File: config.mk
export PLATFORM = sky130hd
export DESIGN_NAME = operand_addr_field_decoder
export DESIGN_NICKNAME = d
export VERILOG_FILES = /design/src/opdec_pkg.sv /design/src/gpr_field_decoder.sv /design/src/operand_addr_field_decoder.sv
export SDC_FILE = /design/constraint.sdc
export NUM_CORES = 1
export LEC_CHECK = 0
export BUFFER_PORTS_ARGS = -buffer_cell sky130_fd_sc_hd__buf_2
export CAP_MARGIN = 5
export CORE_MARGIN = 2
export CORE_UTILIZATION = 57
export DETAILED_ROUTE_END_ITERATION = 10
export GPL_ROUTABILITY_DRIVEN = 0
export PLACE_DENSITY = 0.86
export SKIP_CTS_REPAIR_TIMING = 1
export SLEW_MARGIN = 5
export SYNTH_ARGS = -nofsm -noshare
export SYNTH_HDL_FRONTEND = slang
export SYNTH_SLANG_ARGS = --single-unit
File: constraint.sdc
create_clock -name i_clk_sys -period 8.8 [get_ports i_clk_sys]
set_clock_uncertainty 0.2 [all_clocks]
set_input_delay 0 -clock i_clk_sys [delete_from_list [all_inputs] [get_ports i_clk_sys]]
set_output_delay 0 -clock i_clk_sys [all_outputs]
set_load 0.01 [all_outputs]
File: src/opdec_pkg.sv
package opdec_pkg;

  // ********************************************************
  // register map of the decode control port
  // ********************************************************
  localparam logic [7:0]  ctrl_offset        = 8'h00;
  localparam logic [7:0]  status_offset      = 8'h04;
  localparam logic [7:0]  count_offset       = 8'h08;
  localparam int          ctrl_size_bit      = 0;
  localparam int          ctrl_legacy_bit    = 1;
  localparam int          status_op32_bit    = 0;
  localparam int          status_addr32_bit  = 1;
  localparam int          status_bad_seg_bit = 2;
  localparam logic        ctrl_size_reset    = 1'h0;
  localparam logic        ctrl_legacy_reset  = 1'h0;
  localparam logic [31:0] count_reset        = 32'h0;

  // ********************************************************
  // addressing byte fields and special codes
  // ********************************************************
  localparam int         mod_lsb        = 6;
  localparam int         reg_lsb        = 3;
  localparam int         rm_lsb         = 0;
  localparam logic [1:0] mod_no_disp    = 2'h0;
  localparam logic [1:0] mod_short_disp = 2'h1;
  localparam logic [1:0] mod_word_disp  = 2'h2;
  localparam logic [1:0] mod_register   = 2'h3;
  localparam logic [2:0] rm_sib_escape  = 3'h4;
  localparam logic [2:0] rm_direct16    = 3'h6;
  localparam logic [2:0] rm_direct32    = 3'h5;
  localparam logic [2:0] index_none     = 3'h4;
  localparam logic [2:0] base_stack     = 3'h4;
  localparam logic [2:0] base_frame     = 3'h5;
  localparam logic [2:0] seg3_last_good = 3'h5;

  // ********************************************************
  // register, segment and displacement names
  // ********************************************************
  typedef enum logic [4:0] {
    gpr_none,
    accumulator_low_byte, count_low_byte, data_low_byte, base_low_byte,
    accumulator_high_byte, count_high_byte, data_high_byte,
    base_high_byte,
    accumulator_word, count_word, data_word, base_word,
    stack_pointer_word, frame_pointer_word, source_index_word,
    dest_index_word,
    accumulator_dword, count_dword, data_dword, base_dword,
    stack_pointer_dword, frame_pointer_dword, source_index_dword,
    dest_index_dword
  } gpr_t;

  localparam logic [4:0] byte_first  = 5'h01;
  localparam logic [4:0] word_first  = 5'h09;
  localparam logic [4:0] dword_first = 5'h11;

  typedef enum logic [2:0] {
    seg_none, extra_segment, code_segment, stack_segment, data_segment,
    third_extra_segment, fourth_extra_segment
  } seg_t;

  typedef enum logic [1:0] {
    no_displacement, short_displacement, word_displacement,
    dword_displacement
  } disp_t;

  // ********************************************************
  // decode request and result carriers
  // ********************************************************
  typedef struct packed {
    logic       implied_addr;   // push/pop style, no addressing byte
    logic       reg_is_ext;     // middle modrm bits extend the opcode
    logic       gpr_from_opcode;// selector sits in the opcode byte
    logic [2:0] gpr_field;      // selector from the opcode byte
    logic       w_present;
    logic       w;              // operand_size_bit
    logic       opsize_prefix;
    logic       addrsize_prefix;
    logic [1:0] seg_sel_2bit;
    logic [2:0] seg_sel_3bit;
    logic [7:0] modrm;
    logic [7:0] sib;
  } dec_req_t;

  typedef struct packed {
    logic       op32;
    logic       addr32;
    gpr_t       operand_reg;
    logic [2:0] opcode_ext;
    logic       rm_is_reg;
    gpr_t       rm_reg;
    logic       sib_expected;
    gpr_t       base_reg;
    gpr_t       index_reg;
    logic [1:0] scale;
    disp_t      disp;
    seg_t       def_seg;
    seg_t       seg2;
    seg_t       seg3;
    logic       bad_seg;
  } dec_result_t;

endpackage

File: src/gpr_field_decoder.sv
`timescale 1ns/1ns
module gpr_field_decoder (
  // selector and size context
  input  wire logic        i_w_present,
  input  wire logic        i_w,
  input  wire logic        i_op32,
  input  wire logic [2:0]  i_code,
  // selected register
  output opdec_pkg::gpr_t  o_reg
);

  logic [4:0] first;

  // ********************************************************
  // byte, word or doubleword bank, then the code within it
  // ********************************************************
  always_comb begin
    if (i_w_present && !i_w) begin
      first = opdec_pkg::byte_first;
    end else if (i_op32) begin
      first = opdec_pkg::dword_first;
    end else begin
      first = opdec_pkg::word_first;
    end
    o_reg = opdec_pkg::gpr_t'(5'(first + {2'h0, i_code}));
  end

endmodule

File: src/operand_addr_field_decoder.sv
// Contract
// - no size bit: codes 000-111 pick word or dword registers by size
// - size bit zero: codes pick the eight byte registers in order
// - size bit one: codes pick full registers, same order as
// - 2-bit segment field: extra, code, stack, data
// - 3-bit segment field adds third and fourth extra; 110/111 reserved
// - addressing comes from addressing bytes unless implied by opcode
// - sib byte expected only in 32-bit addressing, rm 100, mod not 11
// - with sib, mode from mod plus scale, index and base fields
// - modrm middle bits are opcode extension or register selector
// - addressing byte read as 16-bit or 32-bit form by address size
// - 16-bit mod 00 table; frame pointer forms use stack segment
// - mod 01/10 add byte or word displacement; rm 110 is frame+disp
// - mod 11 makes the operand a register, same order as selector
// - size prefixes flip operand or address size for one instruction
// - real and virtual 8086 modes take default size as 16 bits
// - size bit zero means byte operand, one means full size
`timescale 1ns/1ns
module operand_addr_field_decoder (
  // clock and reset
  input  wire logic                   i_clk_sys,
  input  wire logic                   i_rst,
  // register port
  input  wire logic [7:0]             i_addr,
  input  wire logic [31:0]            i_wdata,
  input  wire logic                   i_wr,
  input  wire logic                   i_rd,
  output logic [31:0]                 o_rdata,
  // decode request
  input  wire logic                   i_req_valid,
  input  wire opdec_pkg::dec_req_t    i_req,
  // decode result, one cycle later
  output logic                        o_res_valid,
  output opdec_pkg::dec_result_t      o_res
);

  // ********************************************************
  // state of the block
  // ********************************************************
  typedef struct packed {
    logic                   default_size;  // code segment default bit
    logic                   legacy_mode;   // real or virtual 8086 mode
    logic                   bad_seg_seen;  // sticky, write one clears
    logic [31:0]            count;         // decodes done
    logic [31:0]            rdata;
    logic                   res_valid;
    opdec_pkg::dec_result_t res;
  } state_t;

  state_t state;
  state_t next_state;

  // ********************************************************
  // helper functions
  // ********************************************************
  // 2-bit segment code; the 3-bit form reuses it for its low half
  function automatic opdec_pkg::seg_t seg_from_2bit(input logic [1:0] c);
    case (c)
      2'h0:    seg_from_2bit = opdec_pkg::extra_segment;
      2'h1:    seg_from_2bit = opdec_pkg::code_segment;
      2'h2:    seg_from_2bit = opdec_pkg::stack_segment;
      default: seg_from_2bit = opdec_pkg::data_segment;
    endcase
  endfunction

  function automatic opdec_pkg::gpr_t dword_reg(input logic [2:0] c);
    dword_reg = opdec_pkg::gpr_t'(5'(opdec_pkg::dword_first + {2'h0, c}));
  endfunction

  function automatic opdec_pkg::gpr_t word_reg(input logic [2:0] c);
    word_reg = opdec_pkg::gpr_t'(5'(opdec_pkg::word_first + {2'h0, c}));
  endfunction

  // ********************************************************
  // effective sizes and field split
  // ********************************************************
  logic       eff_default;
  logic       op32;
  logic       addr32;
  logic [1:0] mod_f;
  logic [2:0] reg_f;
  logic [2:0] rm_f;
  logic [1:0] ss_f;
  logic [2:0] idx_f;
  logic [2:0] base_f;
  logic [2:0] sel_code;
  opdec_pkg::gpr_t sel_reg;
  opdec_pkg::gpr_t rm_reg;

  // legacy modes force the default bit low; prefixes invert it
  always_comb begin
    eff_default = state.default_size & ~state.legacy_mode;
    op32        = eff_default ^ i_req.opsize_prefix;
    addr32      = eff_default ^ i_req.addrsize_prefix;
    mod_f  = i_req.modrm[opdec_pkg::mod_lsb +: 2];
    reg_f  = i_req.modrm[opdec_pkg::reg_lsb +: 3];
    rm_f   = i_req.modrm[opdec_pkg::rm_lsb +: 3];
    ss_f   = i_req.sib[opdec_pkg::mod_lsb +: 2];
    idx_f  = i_req.sib[opdec_pkg::reg_lsb +: 3];
    base_f = i_req.sib[opdec_pkg::rm_lsb +: 3];
    sel_code = i_req.gpr_from_opcode ? i_req.gpr_field : reg_f;
  end

  // ********************************************************
  // register selector and register-direct operand
  // ********************************************************
  gpr_field_decoder u_sel_dec (
    .i_w_present (i_req.w_present),
    .i_w         (i_req.w),
    .i_op32      (op32),
    .i_code      (sel_code),
    .o_reg       (sel_reg)
  );

  // mod 11 uses the selector's size bit context; absent bit means full size
  gpr_field_decoder u_rm_dec (
    .i_w_present (i_req.w_present),
    .i_w         (i_req.w),
    .i_op32      (op32),
    .i_code      (rm_f),
    .o_reg       (rm_reg)
  );

  // ********************************************************
  // addressing mode decode
  // ********************************************************
  opdec_pkg::dec_result_t dec;

  always_comb begin
    dec = '0;
    dec.op32   = op32;
    dec.addr32 = addr32;
    dec.disp   = opdec_pkg::no_displacement;
    dec.def_seg = opdec_pkg::seg_none;
    dec.base_reg  = opdec_pkg::gpr_none;
    dec.index_reg = opdec_pkg::gpr_none;
    dec.rm_reg    = opdec_pkg::gpr_none;
    // middle bits: opcode extension or register
    if (i_req.reg_is_ext && !i_req.gpr_from_opcode) begin
      dec.opcode_ext  = reg_f;
      dec.operand_reg = opdec_pkg::gpr_none;
    end else begin
      dec.opcode_ext  = 3'h0;
      dec.operand_reg = sel_reg;
    end
    // segment selector fields
    dec.seg2 = seg_from_2bit(i_req.seg_sel_2bit);
    if (!i_req.seg_sel_3bit[2]) begin
      dec.seg3 = seg_from_2bit(i_req.seg_sel_3bit[1:0]);
    end else if (i_req.seg_sel_3bit[0]) begin
      dec.seg3 = opdec_pkg::fourth_extra_segment;
    end else begin
      dec.seg3 = opdec_pkg::third_extra_segment;
    end
    // reserved codes select nothing and are flagged
    if (i_req.seg_sel_3bit > opdec_pkg::seg3_last_good) begin
      dec.seg3    = opdec_pkg::seg_none;
      dec.bad_seg = 1'b1;
    end
    if (i_req.implied_addr) begin
      // addressing fixed by the opcode: no addressing byte is read
      dec.rm_is_reg = 1'b0;
    end else if (mod_f == opdec_pkg::mod_register) begin
      dec.rm_is_reg = 1'b1;
      dec.rm_reg    = rm_reg;
    end else if (!addr32) begin
      // 16-bit form
      dec.def_seg = opdec_pkg::data_segment;
      case (rm_f)
        3'h0: begin
          dec.base_reg  = opdec_pkg::base_word;
          dec.index_reg = opdec_pkg::source_index_word;
        end
        3'h1: begin
          dec.base_reg  = opdec_pkg::base_word;
          dec.index_reg = opdec_pkg::dest_index_word;
        end
        3'h2: begin
          dec.base_reg  = opdec_pkg::frame_pointer_word;
          dec.index_reg = opdec_pkg::source_index_word;
          dec.def_seg   = opdec_pkg::stack_segment;
        end
        3'h3: begin
          dec.base_reg  = opdec_pkg::frame_pointer_word;
          dec.index_reg = opdec_pkg::dest_index_word;
          dec.def_seg   = opdec_pkg::stack_segment;
        end
        3'h4: dec.index_reg = opdec_pkg::source_index_word;
        3'h5: dec.index_reg = opdec_pkg::dest_index_word;
        3'h6: begin
          if (mod_f != opdec_pkg::mod_no_disp) begin
            dec.base_reg = opdec_pkg::frame_pointer_word;
            dec.def_seg  = opdec_pkg::stack_segment;
          end
        end
        default: dec.base_reg = opdec_pkg::base_word;
      endcase
      case (mod_f)
        opdec_pkg::mod_short_disp:
          dec.disp = opdec_pkg::short_displacement;
        opdec_pkg::mod_word_disp:
          dec.disp = opdec_pkg::word_displacement;
        default: begin
          if (rm_f == opdec_pkg::rm_direct16) begin
            dec.disp = opdec_pkg::word_displacement;
          end
        end
      endcase
    end else begin
      // 32-bit form
      dec.def_seg = opdec_pkg::data_segment;
      case (mod_f)
        opdec_pkg::mod_short_disp:
          dec.disp = opdec_pkg::short_displacement;
        opdec_pkg::mod_word_disp:
          dec.disp = opdec_pkg::dword_displacement;
        default: dec.disp = opdec_pkg::no_displacement;
      endcase
      if (rm_f == opdec_pkg::rm_sib_escape) begin
        dec.sib_expected = 1'b1;
        dec.scale = ss_f;
        // scale with index 100 is left to software to keep at 00
        if (idx_f != opdec_pkg::index_none) begin
          dec.index_reg = dword_reg(idx_f);
        end
        if (mod_f == opdec_pkg::mod_no_disp &&
            base_f == opdec_pkg::base_frame) begin
          dec.disp = opdec_pkg::dword_displacement;
        end else begin
          dec.base_reg = dword_reg(base_f);
          if (base_f == opdec_pkg::base_stack ||
              base_f == opdec_pkg::base_frame) begin
            dec.def_seg = opdec_pkg::stack_segment;
          end
        end
      end else if (mod_f == opdec_pkg::mod_no_disp &&
                   rm_f == opdec_pkg::rm_direct32) begin
        dec.disp = opdec_pkg::dword_displacement;
      end else begin
        dec.base_reg = dword_reg(rm_f);
        if (rm_f == opdec_pkg::base_frame) begin
          dec.def_seg = opdec_pkg::stack_segment;
        end
      end
    end
  end

  // ********************************************************
  // next state: register port and result capture
  // ********************************************************
  always_comb begin
    next_state = state;
    next_state.res_valid = i_req_valid;
    if (i_req_valid) begin
      next_state.res   = dec;
      next_state.count = state.count + 32'h1;
    end
    if (i_wr && i_addr == opdec_pkg::ctrl_offset) begin
      next_state.default_size = i_wdata[opdec_pkg::ctrl_size_bit];
      next_state.legacy_mode  = i_wdata[opdec_pkg::ctrl_legacy_bit];
    end
    if (i_wr && i_addr == opdec_pkg::status_offset &&
        i_wdata[opdec_pkg::status_bad_seg_bit]) begin
      next_state.bad_seg_seen = 1'b0;
    end
    // a fresh bad code in the clearing cycle is kept: set wins
    if (i_req_valid && dec.bad_seg) begin
      next_state.bad_seg_seen = 1'b1;
    end
    next_state.rdata = 32'h0;
    if (i_rd) begin
      case (i_addr)
        opdec_pkg::ctrl_offset: begin
          next_state.rdata[opdec_pkg::ctrl_size_bit]   = state.default_size;
          next_state.rdata[opdec_pkg::ctrl_legacy_bit] = state.legacy_mode;
        end
        opdec_pkg::status_offset: begin
          next_state.rdata[opdec_pkg::status_op32_bit]    = state.res.op32;
          next_state.rdata[opdec_pkg::status_addr32_bit]  =
            state.res.addr32;
          next_state.rdata[opdec_pkg::status_bad_seg_bit] =
            state.bad_seg_seen;
        end
        opdec_pkg::count_offset: next_state.rdata = state.count;
        default: next_state.rdata = 32'h0;   // unmapped reads zero
      endcase
    end
  end

  // ********************************************************
  // state register
  // ********************************************************
  always_ff @(posedge i_clk_sys or posedge i_rst) begin
    if (i_rst) begin
      state              <= '0;
      state.default_size <= opdec_pkg::ctrl_size_reset;
      state.legacy_mode  <= opdec_pkg::ctrl_legacy_reset;
      state.count        <= opdec_pkg::count_reset;
    end else begin
      state <= next_state;
    end
  end

  // outputs straight from the state flops
  assign o_rdata     = state.rdata;
  assign o_res_valid = state.res_valid;
  assign o_res       = state.res;

endmodule

### After elaboration in Yosys (flattened, before gate mapping)

Index checks and enable logic that the tools add are counted.

| word-level totals | value |
|---|---|
| bits in registers | 109 |
| latch bits | 0 |
| memory bits (writable) | 0 |
| memory bits (read-only) | 0 |
| memories | 0 |

| operators by class | value |
|---|---|
| add/subtract/negate cells | 6 |
| $mul | 0 |
| div/mod/pow operators | 0 |
| order comparisons | 1 |
| eq/ne operators | 18 |
| shift-type cells | 0 |
| multiplexer cells | 44 |
| bitwise operators | 4 |
| reduce and logical (&&, ||, !) cells | 22 |

Operator list:

| operator | count |
|---|---|
| 5-bit 2-to-1 mux | 8 |
| 32-bit by 1-bit adder with 32-bit output, second input constant | 1 |
| 32-bit 2-to-1 mux | 1 |
| 29-bit 2-to-1 mux | 1 |
| 23-bit 2-to-1 mux | 1 |
| 3-bit 2-to-1 mux | 7 |
| 18-bit 2-to-1 mux | 1 |
| 3-bit case mux with 3 select lines | 2 |
| 5-bit by 3-bit adder with 5-bit output, first input constant | 3 |
| 3-bit == test, second input constant | 5 |
| 4-bit case mux with 3 select lines | 1 |
| 5-bit by 3-bit adder with 5-bit output | 2 |
| 10-bit 2-to-1 mux | 1 |
| 2-bit 2-to-1 mux | 5 |
| 5-bit case mux with 2 select lines | 1 |
| 2-bit == test, second input constant | 4 |
| 8-bit by 3-bit == test with 1-bit output, second input constant | 1 |
| 8-bit by 4-bit == test with 1-bit output, second input constant | 1 |
| 1-bit logical AND | 8 |
| 8-bit logical NOT | 1 |
| 4-bit 2-to-1 mux | 2 |
| 8-bit 2-to-1 mux | 1 |
| 2-bit case mux with 2 select lines | 2 |
| 7-bit 2-to-1 mux | 1 |
| 20 further kinds | 34 |

### Longest topological paths before layout

| depth | value |
|---|---|
| word-level depth | 8 |
| mapped depth | 7 |
| gate-level depth less buffers | 7 |

### Modules after synthesis

From an unflattened synthesis, not the netlist that was laid out.

| unflattened totals | value |
|---|---|
| cell total of the unflattened synthesis | 540 |
| area, all modules | 5684.2 um^2 |

Modules (own cells, without submodules):

| module | times used | cells an instance | area each (um^2) | sequential area each (um^2) |
|---|---|---|---|---|
| operand_addr_field_decoder | 1 | 522 | 5549.1 | 2702.6 |
| gpr_field_decoder | 2 | 9 | 67.6 | 0.0 |

### Worst setup path before layout

No wires, ideal clock.

| timing | value |
|---|---|
| path kind | register to register |
| from | reg state[74] (netlist name) |
| to | reg state[100] (netlist name) |
| library setup time | 0.079 ns |
| arrival time | 1.585 ns |
| data required time | 8.521 ns |
| path slack | 6.936 ns |
| cell stages (with the launch flop) | 8 |
| buffers on the path | 2 |
| period minus slack after synthesis | 1.864 ns |
| path through | dfrtp_1 ha_1 and3_1 buf_2 or3b_1 buf_2 nor3_2 xor2_1 |

| between the ends | value |
|---|---|
| word-level cells in the longest chain between the ends | 1 |

RTL lines:

| item | RTL line | RTL |
|---|---|---|
| start, declared | operand_addr_field_decoder.sv:50 | `state_t state;` |
| start signal, assigned | operand_addr_field_decoder.sv:300 | `state <= next_state;` |
| 32-bit by 1-bit adder with 32-bit output | operand_addr_field_decoder.sv:256 | `next_state.count = state.count + 32'h1;` |

No other way between the ends.
A chain may end at the register's enable or synchronous reset.

### Worst setup path after layout

| timing | value |
|---|---|
| from | reg state[107] (netlist name) |
| to | reg state, in the netlist o_res[19] |

| between the ends | value |
|---|---|
| word-level cells in the longest chain between the ends | 6 |

RTL lines:

| item | RTL line | RTL |
|---|---|---|
| 1-bit inverter | operand_addr_field_decoder.sv:92 | `eff_default = state.default_size & ~state.legacy_mode;` |
| 1-bit bitwise AND | operand_addr_field_decoder.sv:92 |  |
| 1-bit bitwise XOR | operand_addr_field_decoder.sv:94 | `addr32 = eff_default ^ i_req.addrsize_prefix;` |
| 10-bit 2-to-1 mux | operand_addr_field_decoder.sv:166 | `end else if (!addr32) begin` |
| 18-bit 2-to-1 mux | operand_addr_field_decoder.sv:163 | `end else if (mod_f == opdec_pkg::mod_register) begin` |
| 23-bit 2-to-1 mux | operand_addr_field_decoder.sv:160 | `if (i_req.implied_addr) begin` |

No other way between the ends.

==> impl_metrics.py <==
metrics = {
    "outcome": {
        "status": "finished, violations left",
        "violations": "negative hold slack",
    },
    "finish": {
        "layout.nets": 723,
        "insertedDiodeCount": 0,
        "nFillCells": 648,
        "ff_latch_area_um2": 2703,
        "layout.cells.non_filler": 758,
        "multi_input_area_um2": 2063,
        "drive_gt1_share_pct": 23.69,
        "stdcell_area_um2": 6445,
        "areaGrowthSynthToFinish_pct": 18.33,
    },
    "synthesis": {
        "yosys.area.top_type": "dfrtp_1",
        "postSynthAreaPerCell_um2": 10.58,
        "yosys.area.top_type_share_pct": 49.62,
        "synth_most_common_cell": "dfrtp_1",
        "synth_cells": 515,
        "synth_warnings": 0,
        "synthArstFlopShare_pct": 100.0,
        "yosys-top-cells-area": "dfrtp_1 (50%), buf_4 (10%), ha_1 (5.3%)",
        "synthFlopType": "dfrtp_1",
        "synth_cell_types": 44,
        "ys_ff_latch": 108,
        "synthTopCellsByCount": "dfrtp_1 (108), buf_4 (74), nand2_1 (43)",
        "ys_seq_area_share_pct": 49.62,
        "syn_area_um2": 5446,
        "synth_edf_count": 0,
        "synthesis.nets": 614,
    },
    "global_route": {
        "grt_max_degree": 62,
        "overflow": 0,
        "grt_first_pass_wirelength_um": 16610,
        "grt_pass1_vias": 3630,
        "antenna_found_initial": 0,
        "grt_use_total_pct": 20.16,
    },
    "setup_path": {
        "max_stage_delay_ns": 0.74,
        "critical_path_class": "flop to flop",
        "cp.required_ns": 8.91,
        "crit_fanout": 11,
        "r2r_end": "o_res[19]",
        "r2r_slack_ns": 5.84,
        "cp_slowest_cell": "xor2_1",
        "worst_setup_path_start_kind": "flop",
        "crit_arrival_ns": 3.07,
        "cp-end-kind": "flop",
        "r2r_cells": 6,
        "crit_path_start": "state[107]",
        "cp_cell_sequence": "nor2b_1, xor2_1, nand2_1, nor2_1, a22o_1, dlygate4sd3_1",
        "worstReg2RegStart": "state[107]",
    },
    "sta": {
        "tightest_slew_ns": 0.8818,
        "setup_viol": 0,
        "slew_violations": 0,
        "finalHoldViolations": 3,
        "fin_crit_ns": 2.960,
        "setup_tns_ns": 0,
        "timing.final.crit_share_pct": 33.64,
        "fmax_mhz": 337.8,
        "grt_setup_unrepaired": "no",
        "relSlewSlack_pct": 41.01,
        "hold_ws_ns": -0.02290,
    },
    "cts": {
        "clockBufferDepth": 2,
        "htreeDepth": 3,
        "clkTransAtPathRegs_ns": 0.11,
        "cts_tree": "done",
        "cts.sink_count": 108,
        "root_buffer": "clkbuf_8",
        "numCtsBuffers": 9,
        "insertion_delay_ns": 0.36,
    },
    "detailed_routing": {
        "viasPerCell": 5.253,
        "routedWlPerCell_um": 15.30,
        "drc": 0,
        "drtPass1Iterations": 5,
        "drt-initial-drc-count": 148,
        "vias": 3982,
        "drt_wl_total_um": 11600,
        "ant_nets": 0,
    },
    "min_path": {
        "min_path_type": "input pin to flop",
        "min_from": "i_req[29]",
        "worstHoldPathCells": 4,
        "hold_end": "o_res[37]",
    },
    "place": {
        "dp_hpwl_um": 7312,
        "portBuffers": 120,
        "placed_cells": 679,
        "dpl_cell_area_um2": 5610,
    },
    "pwr": {
        "leakagePower_nw": 3.299,
        "vdd_drop_max_mv": 0.07966,
        "powerDensity_nw_per_um2": 155.7,
        "power_w": 0.001003,
    },
    "floorplan": {
        "initial_utilization_pct": 58.94,
        "die_w_um": 101.8,
        "die_area_um2": 10350,
        "num_io_pins": 150,
        "num_rows": 35,
        "die_h_um": 101.8,
        "core_area_um2": 9240,
    },
    "flow_run": {
        "drv_cap": 0,
    },
}
state kept, by name, indices dropped and copies added, names as in the netlist:
register and flops:
o_rdata 32, o_res 40, o_res_valid 1, state 35
worst max-delay path: cells and delay by family, from the launching register on:
family / cells / cell delay [ns]
buf+inv: 1 / 0.55
xor+xnor: 1 / 0.74
simple gates: 3 / 0.87
compound gates: 1 / 0.14
flops: 1 / 0.41
power by group:
part	leakage [nW]	switching, W	internal, W
Clock	0.0934	0.000172	0.000116
Sequential	1.46	0.0000295	0.000526
Combinational	1.75	0.0000830	0.0000769
how the worst max path moves through the flow:
stage	endpoint	slack (ns)
after detailed placement	o_rdata[3]	6.32
after global placement	o_res[12]	6.37
after floorplan	o_rdata[0]	5.75
after global routing	o_res[19]	5.77
final	o_res[19]	5.84
after CTS	o_res[13]	6.31
final cells by class:
class | instances | share of cell area (%)
Clock buffer | 10 | 2.136
Tap cell | 129 | 2.504
Inverter | 19 | 1.145
Timing Repair Buffer | 185 | 19.34
Multi-Input combinational cell | 301 | 32.01
Clock inverter | 6 | 0.9319
Sequential cell | 108 | 41.93
through the flow:
stage                     utilization, %  worst slack, ns
after CTS                          62.86            6.312
after floorplan                        -            5.754
final                              69.75            5.840
after global placement             60.72            6.371
after detailed placement           60.72            6.315
after global routing               69.75            5.765
per-layer routing:
layer  track usage [%]  routed length, um
met1             25.59               4432
met3             4.624                658
met4             6.549                277
met2             34.21               6226
met5                 0                  0
logic make-up after synthesis:
kind of cell	count (synthesis)	share of synthesized area, %
AO/OA/AOI/OAI	71	9.166
AND/OR/NAND/NOR	159	15.28
flip-flops	108	49.62
buffers and inverters	106	12.61
multiplexers	9	1.769
XOR/XNOR	39	6.271
adder cells (fa/ha/maj)	23	5.284
placed cells by master (no fill, tap or decap), drive strengths merged, types with 9 or more instances in the layout:
master / instances
inv: 20
xnor2: 23
nor3: 11
ha: 23
clkbuf: 10
nand2b: 9
dlygate4sd3: 63
nand4: 10
nand2: 43
o2bb2ai: 22
xor2: 16
buf: 122
nor2: 24
dfrtp: 108
o21ai: 13
and2: 32
a21oi: 15
No activity file was read; power rests on OpenSTA's default activity.
